--- src/wss_pkg.sv ---
// Package: timing counts, field thresholds and state types of the
// wheel speed output core.
// Assumes a 10 MHz core clock and a signed 12-bit field sample.
package wss_pkg;
    localparam int CLK_MHZ     = 10;           // Core clock rate
    localparam int FIELD_W     = 12;           // Field sample width
    localparam int CNT_W       = 24;           // Timer width
    // Minimum field threshold in sample units
    localparam int FIELD_LIMIT = 80;
    localparam int WARN_MULT   = 2;            // Warning field = 2 x limit
    localparam int EL_MULT     = 4;            // Mounting range = 4 x limit
    // Times as specified
    localparam int T_ON_US       = 200;
    localparam int PRE_LOW_US    = 45;
    localparam int WARN_US       = 45;
    localparam int LEFT_US       = 90;
    localparam int RIGHT_US      = 180;
    localparam int LEFT_EL_US    = 360;
    localparam int RIGHT_EL_US   = 720;
    localparam int STOP_PULSE_US = 1400;       // 1.4 ms
    localparam int T_STOP_MS     = 737;
    localparam int EL_FMAX_HZ    = 117;
    // Derived cycle counts
    localparam int T_ON_CYC      = T_ON_US * CLK_MHZ;
    localparam int PRE_LOW_CYC   = PRE_LOW_US * CLK_MHZ;
    localparam int WARN_CYC      = WARN_US * CLK_MHZ;
    localparam int LEFT_CYC      = LEFT_US * CLK_MHZ;
    localparam int RIGHT_CYC     = RIGHT_US * CLK_MHZ;
    localparam int LEFT_EL_CYC   = LEFT_EL_US * CLK_MHZ;
    localparam int RIGHT_EL_CYC  = RIGHT_EL_US * CLK_MHZ;
    localparam int STOP_CYC      = STOP_PULSE_US * CLK_MHZ;
    localparam int T_STOP_CYC    = T_STOP_MS * 1000 * CLK_MHZ;
    // Half magnetic period at the highest mounting-range frequency
    localparam int EL_GAP_CYC    = (CLK_MHZ * 1000000) / (2 * EL_FMAX_HZ);
    // Clock monitor: reference tick period and quarter-rate floor
    localparam int REF_TICK_CYC  = 1000;
    localparam int CLK_MIN_CYC   = REF_TICK_CYC / 4;
    localparam int SLOW_SHIFT    = 3;          // Calibrated loop gain 1/8

    typedef enum logic [1:0] {M_POWER_ON, M_UNCAL, M_CAL} mode_e;
    typedef enum logic [1:0] {P_IDLE, P_PRE, P_HIGH} phase_e;
endpackage

--- src/sync_bit.sv ---
// Two-flop synchroniser for a level from outside the clock domain.
// Assumes the caller reads only syncOut.
`timescale 1ns/1ns
module sync_bit (
    input  wire logic sys_clk,
    input  wire logic rst,
    input  wire logic clkEn,
    input  wire logic asyncIn,
    output logic      syncOut
);
    logic stage1_reg;

    // First stage feeds only the second
    always_ff @(posedge sys_clk or posedge rst) begin
        if (rst) begin
            stage1_reg <= 1'b0;
            syncOut    <= 1'b0;
        end else if (clkEn) begin
            stage1_reg <= asyncIn;
            syncOut    <= stage1_reg;
        end
    end
endmodule

--- src/wheel_speed_core.sv ---
// Wheel speed output core: offset tracking, mode control, pulse coding
// and safety reactions driving the two-level current interface.
// Assumes field samples, direction events and monitor flags arrive on
// sys_clk; supply status and the clock reference tick are asynchronous.
`timescale 1ns/1ns
// Behaviour
// - Uncalibrated first pulse fires once field exceeds twice the threshold.
// - Threshold start puts the first pulse on the first pole pair.
// - After min, max and offset found, switch at each zero crossing.
// - First uncalibrated pulse is a warning pulse, still a speed edge.
// - After power-on time, track input in uncalibrated mode, fast offset.
// - Two modes only; move to calibrated once offset is compensated.
// - Calibrated mode ignores signals below the minimum field threshold.
// - Calibrated mode uses a slower offset loop.
// - Undervoltage forces failure current regardless of field.
// - Supply back above release restarts from power-on.
// - During power-on output never goes to high current.
// - Internal error shows as constant failure current or warning flag.
// - Safety mechanism at standstill: standstill pulses, warning suppressed.
// - From next speed event after standstill, warn while failure lasts.
// - Undervoltage error persists until supply is normal again.
// - Fuse count mismatch latches failure current until power cycle.
// - Stuck or quarter-rate clock enters failure indication (code flags only under CLK_MIN_CYC cycles between reference ticks).
// - Over two speed events without direction event, or reverse, faults.
// - Critical air gap, clipping and temperature count as safety states.
// - Pulse widths: warning 45 us, left 90 us, right 180 us.
// - Low current for 45 us between transition and pulse rise.
// - No signal for 737 ms emits a 1.4 ms standstill pulse.
// - Weak field below 117 Hz: left 360 us, right 720 us.
module wheel_speed_core
    import wss_pkg::*;
#(
    parameter logic [CNT_W-1:0] RIGHT_EL_LEN = CNT_W'(RIGHT_EL_CYC),
    parameter logic [CNT_W-1:0] STOP_LEN     = CNT_W'(STOP_CYC),
    parameter logic [CNT_W-1:0] STANDSTILL   = CNT_W'(T_STOP_CYC),
    parameter logic [CNT_W-1:0] EL_GAP       = CNT_W'(EL_GAP_CYC)
) (
    input  wire logic               sys_clk,
    input  wire logic               rst,
    input  wire logic               clkEn,
    input  wire logic signed [11:0] fieldSample,
    input  wire logic               sampleValid,
    input  wire logic               dirEvent,
    input  wire logic               dirLeft,
    input  wire logic               supplyOk,
    input  wire logic               refTick,
    input  wire logic [7:0]         fuseCount,
    input  wire logic [7:0]         fuseStored,
    input  wire logic               airgapCritical,
    input  wire logic               adcClipping,
    input  wire logic               overTemp,
    output logic                    currHigh,
    output logic                    currError
);
    typedef struct packed {
        mode_e                    mode;
        phase_e                   phase;
        logic [CNT_W-1:0]         phCnt;
        logic [CNT_W-1:0]         hiLen;
        logic [CNT_W-1:0]         onCnt;
        logic [CNT_W-1:0]         idleCnt;
        logic [CNT_W-1:0]         gapCnt;
        logic [CNT_W-1:0]         refCnt;
        logic signed [FIELD_W:0]  offset;
        logic signed [FIELD_W:0]  minVal;
        logic signed [FIELD_W:0]  maxVal;
        logic [FIELD_W:0]         peak;
        logic                     sawMin;
        logic                     sawMax;
        logic                     outSign;
        logic                     armed;
        logic                     firstDone;
        logic                     dirKnown;
        logic                     dirIsLeft;
        logic [1:0]               speedRun;
        logic [1:0]               dirRun;
        logic                     discrepancy;
        logic                     fuseFail;
        logic                     clkFail;
        logic                     standstill;
        logic                     isWarn;
        logic                     refPrev;
        logic                     currHigh;
        logic                     currError;
    } st_s;

    // Reference count starts full: no earlier tick to measure against
    localparam st_s ST_INIT = '{mode: M_POWER_ON, phase: P_IDLE,
        refCnt: '1, currError: 1'b1, default: '0};
    localparam logic [FIELD_W:0] LIM  = (FIELD_W+1)'(FIELD_LIMIT);
    localparam logic [FIELD_W:0] WLIM = (FIELD_W+1)'(WARN_MULT*FIELD_LIMIT);
    localparam logic [FIELD_W:0] ELIM = (FIELD_W+1)'(EL_MULT*FIELD_LIMIT);

    st_s st_reg;
    st_s st_next;

    logic                    supplyOkSync;
    logic                    refSync;
    logic signed [FIELD_W:0] corr;
    logic [FIELD_W:0]        absCorr;
    logic                    newSign;
    logic                    speedEvent;
    logic                    smActive;
    logic                    underVolt;

    // Asynchronous pins pass two flip-flops
    sync_bit u_supply_sync (
        .sys_clk (sys_clk),
        .rst     (rst),
        .clkEn   (clkEn),
        .asyncIn (supplyOk),
        .syncOut (supplyOkSync)
    );
    sync_bit u_ref_sync (
        .sys_clk (sys_clk),
        .rst     (rst),
        .clkEn   (clkEn),
        .asyncIn (refTick),
        .syncOut (refSync)
    );

    // Saturating timer step
    function automatic logic [CNT_W-1:0] incSat(input logic [CNT_W-1:0] v);
        return (&v) ? v : v + 1'b1;
    endfunction

    // Magnitude of a signed field value
    function automatic logic [FIELD_W:0] magOf(
        input logic signed [FIELD_W:0] v);
        return v[FIELD_W] ? (FIELD_W+1)'(-v) : v;
    endfunction

    // Offset-corrected field and its magnitude
    assign corr    = (FIELD_W+1)'(fieldSample) - st_reg.offset;
    assign absCorr = magOf(corr);
    assign newSign = corr[FIELD_W];
    assign underVolt = !supplyOkSync;
    assign smActive  = st_reg.discrepancy | airgapCritical
        | adcClipping | overTemp;

    // Next-state logic
    always_comb begin
        logic signed [FIELD_W:0] mid;
        logic                    kindWarn;
        st_next    = st_reg;
        speedEvent = 1'b0;
        mid        = (st_reg.minVal + st_reg.maxVal) >>> 1;
        kindWarn   = 1'b0;
        // Latched safety faults
        if (fuseCount != fuseStored) begin
            st_next.fuseFail = 1'b1;
        end
        st_next.refPrev = refSync;
        st_next.refCnt  = incSat(st_reg.refCnt);
        if (refSync && !st_reg.refPrev) begin
            if (st_reg.refCnt < CNT_W'(CLK_MIN_CYC)) begin
                st_next.clkFail = 1'b1;
            end
            st_next.refCnt = '0;
        end
        if (dirEvent) begin
            st_next.dirKnown  = 1'b1;
            st_next.dirIsLeft = dirLeft;
            st_next.speedRun  = 2'h0;
            st_next.dirRun    = (st_reg.dirRun == 2'h3) ? 2'h3
                                : st_reg.dirRun + 2'h1;
        end
        unique case (st_reg.mode)
            M_POWER_ON: begin
                st_next.onCnt = incSat(st_reg.onCnt);
                if (st_reg.onCnt >= CNT_W'(T_ON_CYC - 1)) begin
                    st_next.mode = M_UNCAL;
                end
            end
            M_UNCAL, M_CAL: begin
                st_next.gapCnt  = incSat(st_reg.gapCnt);
                st_next.idleCnt = incSat(st_reg.idleCnt);
                if (sampleValid) begin
                    // Extreme tracking, restarted on entry to a half-wave
                    if (newSign && (!st_reg.outSign
                        || (FIELD_W+1)'(fieldSample) < st_reg.minVal)) begin
                        st_next.minVal = (FIELD_W+1)'(fieldSample);
                    end
                    if (!newSign && (st_reg.outSign
                        || (FIELD_W+1)'(fieldSample) > st_reg.maxVal)) begin
                        st_next.maxVal = (FIELD_W+1)'(fieldSample);
                    end
                    if (absCorr > st_reg.peak) begin
                        st_next.peak = absCorr;
                    end
                    if (!st_reg.firstDone && absCorr > WLIM) begin
                        speedEvent        = 1'b1;
                        st_next.firstDone = 1'b1;
                        st_next.outSign   = newSign;
                        st_next.armed     = 1'b1;
                    end else if (st_reg.armed
                                 && newSign != st_reg.outSign) begin
                        speedEvent      = 1'b1;
                        st_next.outSign = newSign;
                        st_next.armed   = 1'b0;
                        st_next.peak    = '0;
                        st_next.sawMax  = st_reg.sawMax | !st_reg.outSign;
                        st_next.sawMin  = st_reg.sawMin | st_reg.outSign;
                    end else if (st_reg.firstDone
                                 && newSign == st_reg.outSign
                                 && absCorr > ((st_reg.mode == M_CAL)
                                    ? LIM : WLIM)) begin
                        st_next.armed = 1'b1;
                    end
                end
                if (speedEvent && st_reg.sawMin && st_reg.sawMax) begin
                    if (st_reg.mode == M_UNCAL) begin
                        st_next.offset = mid;
                        st_next.mode   = M_CAL;
                    end else begin
                        st_next.offset = st_reg.offset
                            + ((mid - st_reg.offset) >>> SLOW_SHIFT);
                    end
                    st_next.sawMin = 1'b0;
                    st_next.sawMax = 1'b0;
                end
            end
            default: st_next.mode = M_POWER_ON;
        endcase
        // Speed/direction discrepancy watch
        if (speedEvent) begin
            st_next.dirRun   = 2'h0;
            st_next.speedRun = (st_reg.speedRun == 2'h3) ? 2'h3
                               : st_reg.speedRun + 2'h1;
        end
        if (st_reg.speedRun == 2'h3 || st_reg.dirRun == 2'h3) begin
            st_next.discrepancy = 1'b1;
        end
        // Pulse coding at a speed event
        if (speedEvent) begin
            // Judge the peak of the half-wave that just ended
            kindWarn = !st_reg.dirKnown || !st_reg.firstDone
                || smActive || st_reg.peak < WLIM;
            st_next.isWarn     = kindWarn;
            st_next.standstill = 1'b0;
            st_next.idleCnt    = '0;
            st_next.gapCnt     = '0;
            st_next.phase      = P_PRE;
            st_next.phCnt      = '0;
            if (kindWarn) begin
                st_next.hiLen = CNT_W'(WARN_CYC);
            end else if (st_reg.peak < ELIM
                         && st_reg.gapCnt >= EL_GAP) begin
                st_next.hiLen = st_reg.dirIsLeft
                    ? CNT_W'(LEFT_EL_CYC) : RIGHT_EL_LEN;
            end else begin
                st_next.hiLen = st_reg.dirIsLeft
                    ? CNT_W'(LEFT_CYC) : CNT_W'(RIGHT_CYC);
            end
        end else if (st_reg.mode != M_POWER_ON
                     && st_reg.idleCnt >= STANDSTILL - 1'b1) begin
            st_next.standstill = 1'b1;
            st_next.isWarn     = 1'b0;
            st_next.idleCnt    = '0;
            st_next.phase      = P_PRE;
            st_next.phCnt      = '0;
            st_next.hiLen      = STOP_LEN;
        end else begin
            // Pre-low then high phase timing
            st_next.phCnt = incSat(st_reg.phCnt);
            unique case (st_reg.phase)
                P_IDLE: st_next.phCnt = '0;
                P_PRE: begin
                    if (st_reg.phCnt >= CNT_W'(PRE_LOW_CYC - 1)) begin
                        st_next.phase = P_HIGH;
                        st_next.phCnt = '0;
                    end
                end
                P_HIGH: begin
                    if (st_reg.phCnt >= st_reg.hiLen - 1'b1) begin
                        st_next.phase = P_IDLE;
                        st_next.phCnt = '0;
                    end
                end
                default: st_next.phase = P_IDLE;
            endcase
        end
        // Undervoltage restarts from power-on, keeping the fuse and clock faults
        if (underVolt) begin
            st_next          = ST_INIT;
            st_next.fuseFail = st_reg.fuseFail;
            st_next.clkFail  = st_reg.clkFail;
            st_next.refCnt   = st_reg.refCnt;
            st_next.refPrev  = refSync;
        end
        // Output current levels, failure level dominant
        st_next.currError = underVolt | st_next.fuseFail
            | st_next.clkFail;
        st_next.currHigh  = !st_next.currError
            && st_next.mode != M_POWER_ON
            && st_next.phase == P_HIGH;
    end

    // State register, frozen while clkEn is low
    always_ff @(posedge sys_clk or posedge rst) begin
        if (rst) begin
            st_reg <= ST_INIT;
        end else if (clkEn) begin
            st_reg <= st_next;
        end
    end

    assign currHigh  = st_reg.currHigh;
    assign currError = st_reg.currError;
endmodule

--- config.mk ---
export PLATFORM = sky130hd
export DESIGN_NAME = wheel_speed_core
export DESIGN_NICKNAME = d
export VERILOG_FILES = /design/src/wss_pkg.sv /design/src/sync_bit.sv /design/src/wheel_speed_core.sv
export SDC_FILE = /design/constraint.sdc
export NUM_CORES = 1
export LEC_CHECK = 0
export BUFFER_PORTS_ARGS = -buffer_cell sky130_fd_sc_hd__buf_2
export CORE_ASPECT_RATIO = 2
export CORE_UTILIZATION = 65
export CTS_CLUSTER_SIZE = 14
export DETAILED_ROUTE_END_ITERATION = 8
export GPL_ROUTABILITY_DRIVEN = 0
export MAX_ROUTING_LAYER = met4
export PLACE_DENSITY = 0.88
export REMOVE_ABC_BUFFERS = 1
export SYNTH_ARGS = -nofsm -noshare
export SYNTH_HDL_FRONTEND = slang
export SYNTH_SLANG_ARGS = --single-unit
--- constraint.sdc ---
create_clock -name sys_clk -period 10.8 [get_ports sys_clk]
set_clock_uncertainty 0.15 [all_clocks]
set_input_delay 0.54 -clock sys_clk [delete_from_list [all_inputs] [get_ports sys_clk]]
set_output_delay 0.54 -clock sys_clk [all_outputs]
set_load 0.05 [all_outputs]
# == Word-level counts from Yosys, hierarchy flattened ==
# Index checks and enable logic that the tools add are counted.
# totals
elab_cells,206
out_inout_bits,2
in_bits,39
register_bits,221
# op_classes
n_reduce_logical,52
eq_ne,32
n_bitwise,7
add_sub_neg,13
magnitude_cmp,13
mux,58
# op_table
op,count
$mux 24,11
$mux 219,1
$add 24x1->24 const B,5
$reduce_and 24->1,5
$mux 13,9
$mux 26,3
$pmux 24 s3,1
$mux 57,1
$mux 50,1
$mux 48,1
$mux 44,1
$sub 12x13->13,2
$ge 24x11->1 const B,1
$ge 24x16->1 const B,1
$ge 24x23->1 const B,1
$ge 24x24->1,1
$ge 24x9->1 const B,1
$lt 24x8->1 const B,1
$ne 3x3->1 const B,8
$sub 24x1->24 const B,1
$ne 2x2->1 const B,10
$reduce_and 4->1,5
$mux 2,9
$reduce_and 3->1,6
other kinds (36),89

# == Longest topological paths before layout ==
# depth
ltp_word,18
depth_mapped,27
mapped_depth_nobuf,27

# == Cells and area by module ==
# From an unflattened synthesis, not the netlist that was laid out.
# hier_totals
hier_cells,1699
hier_area_um2,14829.2
# modules_own_cells
module,cells_per_inst,instances,seq_area_each_um2,area_each_um2
wheel_speed_core,1689,1,5086.1,14676.6
sync_bit,5,2,50.0,76.3

# == Worst setup path after synthesis ==
# No wires, ideal clock.
# synth_path
kind,reg-to-reg
startpoint,reg st_reg[33] (netlist name)
endpoint,reg st_reg[70] (netlist name)
stages_incl_launch_ff,27
period_less_slack_ps,5272
path_buffers,0
setup_ps,87
setup_slack_ps,5528
t_required_ps,10563
arrival_time_ps,5035
cell_sequence,dfrtp_1 -> ha_1 -> a31o_2 -> a21oi_1 -> o21bai_1 -> a21oi_1 -> o21bai_1 -> a21oi_1 -> xnor2_1 -> ha_1 -> nor2b_1 -> a41oi_1 -> nand2b_1 -> and2_1 -> o21a_1 -> o21a_1 -> nor2_1 -> ha_1 -> or2_2 -> a21oi_1 -> a21oi_1 -> a31oi_1 -> o21ai_0 -> xnor2_1 -> o31a_1 -> or3_1 -> o211ai_1
# synth_via
elab_chain_cells,7
# synth_lines
element,line_no,text
from (decl),wheel_speed_core.sv:94,st_s st_reg;
from (signal assigned),wheel_speed_core.sv:304,st_reg <= st_next;
$add 13x13->13 (*),wheel_speed_core.sv:147,mid = (st_reg.minVal + st_reg.maxVal) >>> 1;
$sub 12x13->13,wheel_speed_core.sv:217,+ ((mid - st_reg.offset) >>> SLOW_SHIFT);
$add 13x10->13,wheel_speed_core.sv:217,
$mux 13 (*),wheel_speed_core.sv:212,if (st_reg.mode == M_UNCAL) begin
$mux 13 (*),wheel_speed_core.sv:211,if (speedEvent && st_reg.sawMin && st_reg.sawMax) begin
$mux 57 (*),wheel_speed_core.sv:168,unique case (st_reg.mode)
$mux 219 (*),wheel_speed_core.sv:284,if (underVolt) begin
# Every way passes the cells marked *; elsewhere a longest branch is shown, timed or not. The select of a mux whose other input is x is not followed.
# A chain may end at the register's enable or synchronous reset.

# == Worst setup path after layout ==
# Ends and elaborated chain as after synthesis.

==> results by group <==
Outcome
  • Status: finished clean

Setup path
  • Worst setup EP type: register
  • Slowest CP cell: dfrtp_1
  • Max incr delay on CP: 430 ps
  • WS Path Type: reg -> reg
  • Crit-path max FO: 4
  • Cell mode on critical path: a21oi_1
  • CP Buf/Inv Count: 0
  • CP Launch Type: register
  • Crit path DAT: 6300 ps
  • Crit-path leading delay family: compound AO/OA/AOI/OAI gates
  • CP required: 11100 ps

Clock tree
  • TritonCTS clock tree: done
  • Worst-Skew Late Latency: 530 ps
  • H-Tree Depth: 1
  • CTS resizes: 0
  • Worst-path clk slew: 60 ps
  • Num CTS Buffers: 21
  • Post-CTS Setup Repair Bufs: 0
  • Clock Tree Buf Depth: 3
  • CTS Sinks: 206
  • Clk root buf: clkbuf_16
  • Hold-fix buffers, CTS: 0

Pwr
  • Peak VDD IR: 0.171 mV
  • Clock power frac: 0.236
  • Pleak: 6.96 nW
  • Switching share of power: 0.411
  • Switching power: 1.36 mW
  • Comb pwr share: 0.488
  • PwrDens: 202 nW/µm²
  • Sequential power share: 0.276
  • Pint: 1.95 mW

Place
  • DPL Wire Length: 29000 µm
  • Place WS: 4880 ps
  • Port Buf Inserts: 40

Route
  • First DRT Iteration DRCs: 990
  • Final wirelength: 40800 µm
  • Routed vias: 14200
  • # DRC: 0
  • First-pass DRT Iterations: 7
  • Post-route ant nets: 0
  • Vias/cell: 6.84
  • Drt wl/cell: 19.7 µm

Final layout
  • Layout area overhead: 7.26%
  • Antenna Cells: 0
  • Commonest non-fill, non-tap cell in the layout: dfrtp_1
  • Max FFs per register: 200
  • Final nets: 1938
  • Register Area: 5190 µm²
  • Fraction of final layout cells with drive strength greater than 1: 0.0884
  • Most frequent cells in the layout: dfrtp_1, nor2_1, nand2_1
  • Fin util: 0.708
  • Multi-input gate area: 9330 µm²
  • Fillers: 1792

Synthesis
  • Sequential fraction of the synthesis area: 0.340
  • Main flop type after synthesis: dfrtp_1
  • Post-synthesis area per instance: 8.66 µm²
  • YS warnings: 0
  • Synth unique cells: 96
  • Post-synth ARST share: 1.00
  • Mapped Cells: 1762
  • Post-synth design cell area: 15300 µm²
  • Yosys reg bits: 206
  • EDFF count, synth: 0

Floorplanning
  • Initial Util: 0.660
  • Core ar.: 23100 µm²
  • Die height: 219 µm
  • Die W: 110 µm
  • # IOs: 41
  • Die ar.: 24100 µm²
  • Standard-cell rows: 79

Timing
  • Final worst slack: 4800 ps
  • Slew Viols, Final: 0
  • Post-layout minimum cycle time: 6000 ps
  • Final hold violations: 0
  • Setup tns final: 0 ps
  • Fmax: 0.167 GHz
  • Max_slew headroom: 0.219
  • Worst-margin pin slew: 1160 ps
  • Final period util: 0.556
  • Final setup viols: 0
  • RSZ-0062 raised after global routing: false

GRT
  • Antenna violations before repair: 0
  • Grt ovf: 0
  • Total track usage: 0.360
  • Vias in the first global route: 14500
  • Largest net degree at the start of global routing: 132
  • First-pass GRT wire length: 67200 µm

Min path
  • Hold Crit Class: in -> async

Flow run
  • Max_cap viols: 0
==> area by class of cell <==
class,count,share of cell area
Clock buffer,28,0.0355
Clock inverter,9,0.00810
Inverter,119,0.0277
Multi-Input combinational cell,1369,0.570
Sequential cell,206,0.317
Tap cell,283,0.0216
Timing Repair Buffer,57,0.0200
==> per-stage QoR <==
step,instances,total power [mW],hold slack [ps],area [µm²]
final,2071,3.30,54.3,16400
after global routing,2071,3.51,107,16400
after CTS,2071,3.28,87.6,16400
after detailed placement,2034,2.48,295,15700
after global placement,2034,2.41,290,15700
after floorplan,1694,2.13,279,15000
==> logic make-up (layout without fill, tap and decap cells) <==
| kind of cell | count (synthesis) | after routing | synth area share |
|---|---|---|---|
| flops | 206 | 206 | 0.340 |
| buf+inv | 187 | 213 | 0.0489 |
| mux | 15 | 15 | 0.0104 |
| fa+ha+maj | 125 | 125 | 0.104 |
| compound gates | 453 | 453 | 0.215 |
| xor+xnor | 118 | 118 | 0.0682 |
| simple gates | 658 | 658 | 0.214 |
==> power groups by stage <==
| stage | logic [mW] | clock network, mW | registers (mW) |
|---|---|---|---|
| final | 1.61 | 0.778 | 0.911 |
| after global routing | 1.78 | 0.808 | 0.917 |
| after CTS | 1.59 | 0.783 | 0.908 |
| after detailed placement | 1.56 | 0 | 0.919 |
| after floorplan | 1.22 | 0 | 0.905 |
| after global placement | 1.50 | 0 | 0.916 |
==> worst paths after layout <==
path,from,end,slack (ps),depth (start not counted)
worst min-delay path,rst,st_reg[23],50,2
worst min register to register,st_reg[5],st_reg[5],310,1
max in group asynchronous,rst,u_supply_sync.syncOut,8810,3
worst max-delay path,st_reg[33],st_reg[70],4800,26
worst max register to register,st_reg[33],st_reg[70],4800,26
min in group sys_clk,refTick,u_ref_sync.stage1_reg,90,2
==> layer usage <==
metal | track usage | up-vias | share of wire
met5 | - | - | 0
met4 | 0.252 | 0 | 0.069
met3 | 0.0415 | 219 | 0.053
met2 | 0.638 | 607 | 0.53
met1 | 0.355 | 6840 | 0.34
li1 | - | 6506 | -
==> worst register-to-register path, delay by kind of cell, from the launching register on <==
kind,cells,cell delay [ps]
and+or+nand+nor,6,1180
adders and majority gates,3,870
xor gates and xnor gates,2,320
DFF,1,430
AOI/OAI and AO/OA,15,2980
==> synth_stat cells (all sizes together), types with 15 or more instances <==
| master | instances | area (µm²) |
|---|---|---|
| a21o | 27 | 203 |
| a21oi | 92 | 468 |
| a22o | 17 | 149 |
| a31oi | 44 | 290 |
| and2 | 17 | 111 |
| and3 | 36 | 225 |
| buf | 25 | 138 |
| clkbuf | 43 | 161 |
| dfrtp | 181 | 4530 |
| dfstp | 25 | 657 |
| ha | 122 | 1530 |
| inv | 118 | 443 |
| nand2 | 147 | 554 |
| nand3 | 83 | 415 |
| nand4 | 44 | 275 |
| nor2 | 166 | 623 |
| nor3 | 40 | 200 |
| nor4 | 22 | 138 |
| o211ai | 25 | 188 |
| o21a | 19 | 143 |
| o21ai | 72 | 375 |
| o31ai | 19 | 143 |
| o32ai | 15 | 150 |
| or3 | 25 | 156 |
| or4 | 18 | 135 |
| xnor2 | 65 | 577 |
| xor2 | 53 | 464 |
Power figures use the tool's default switching activity.
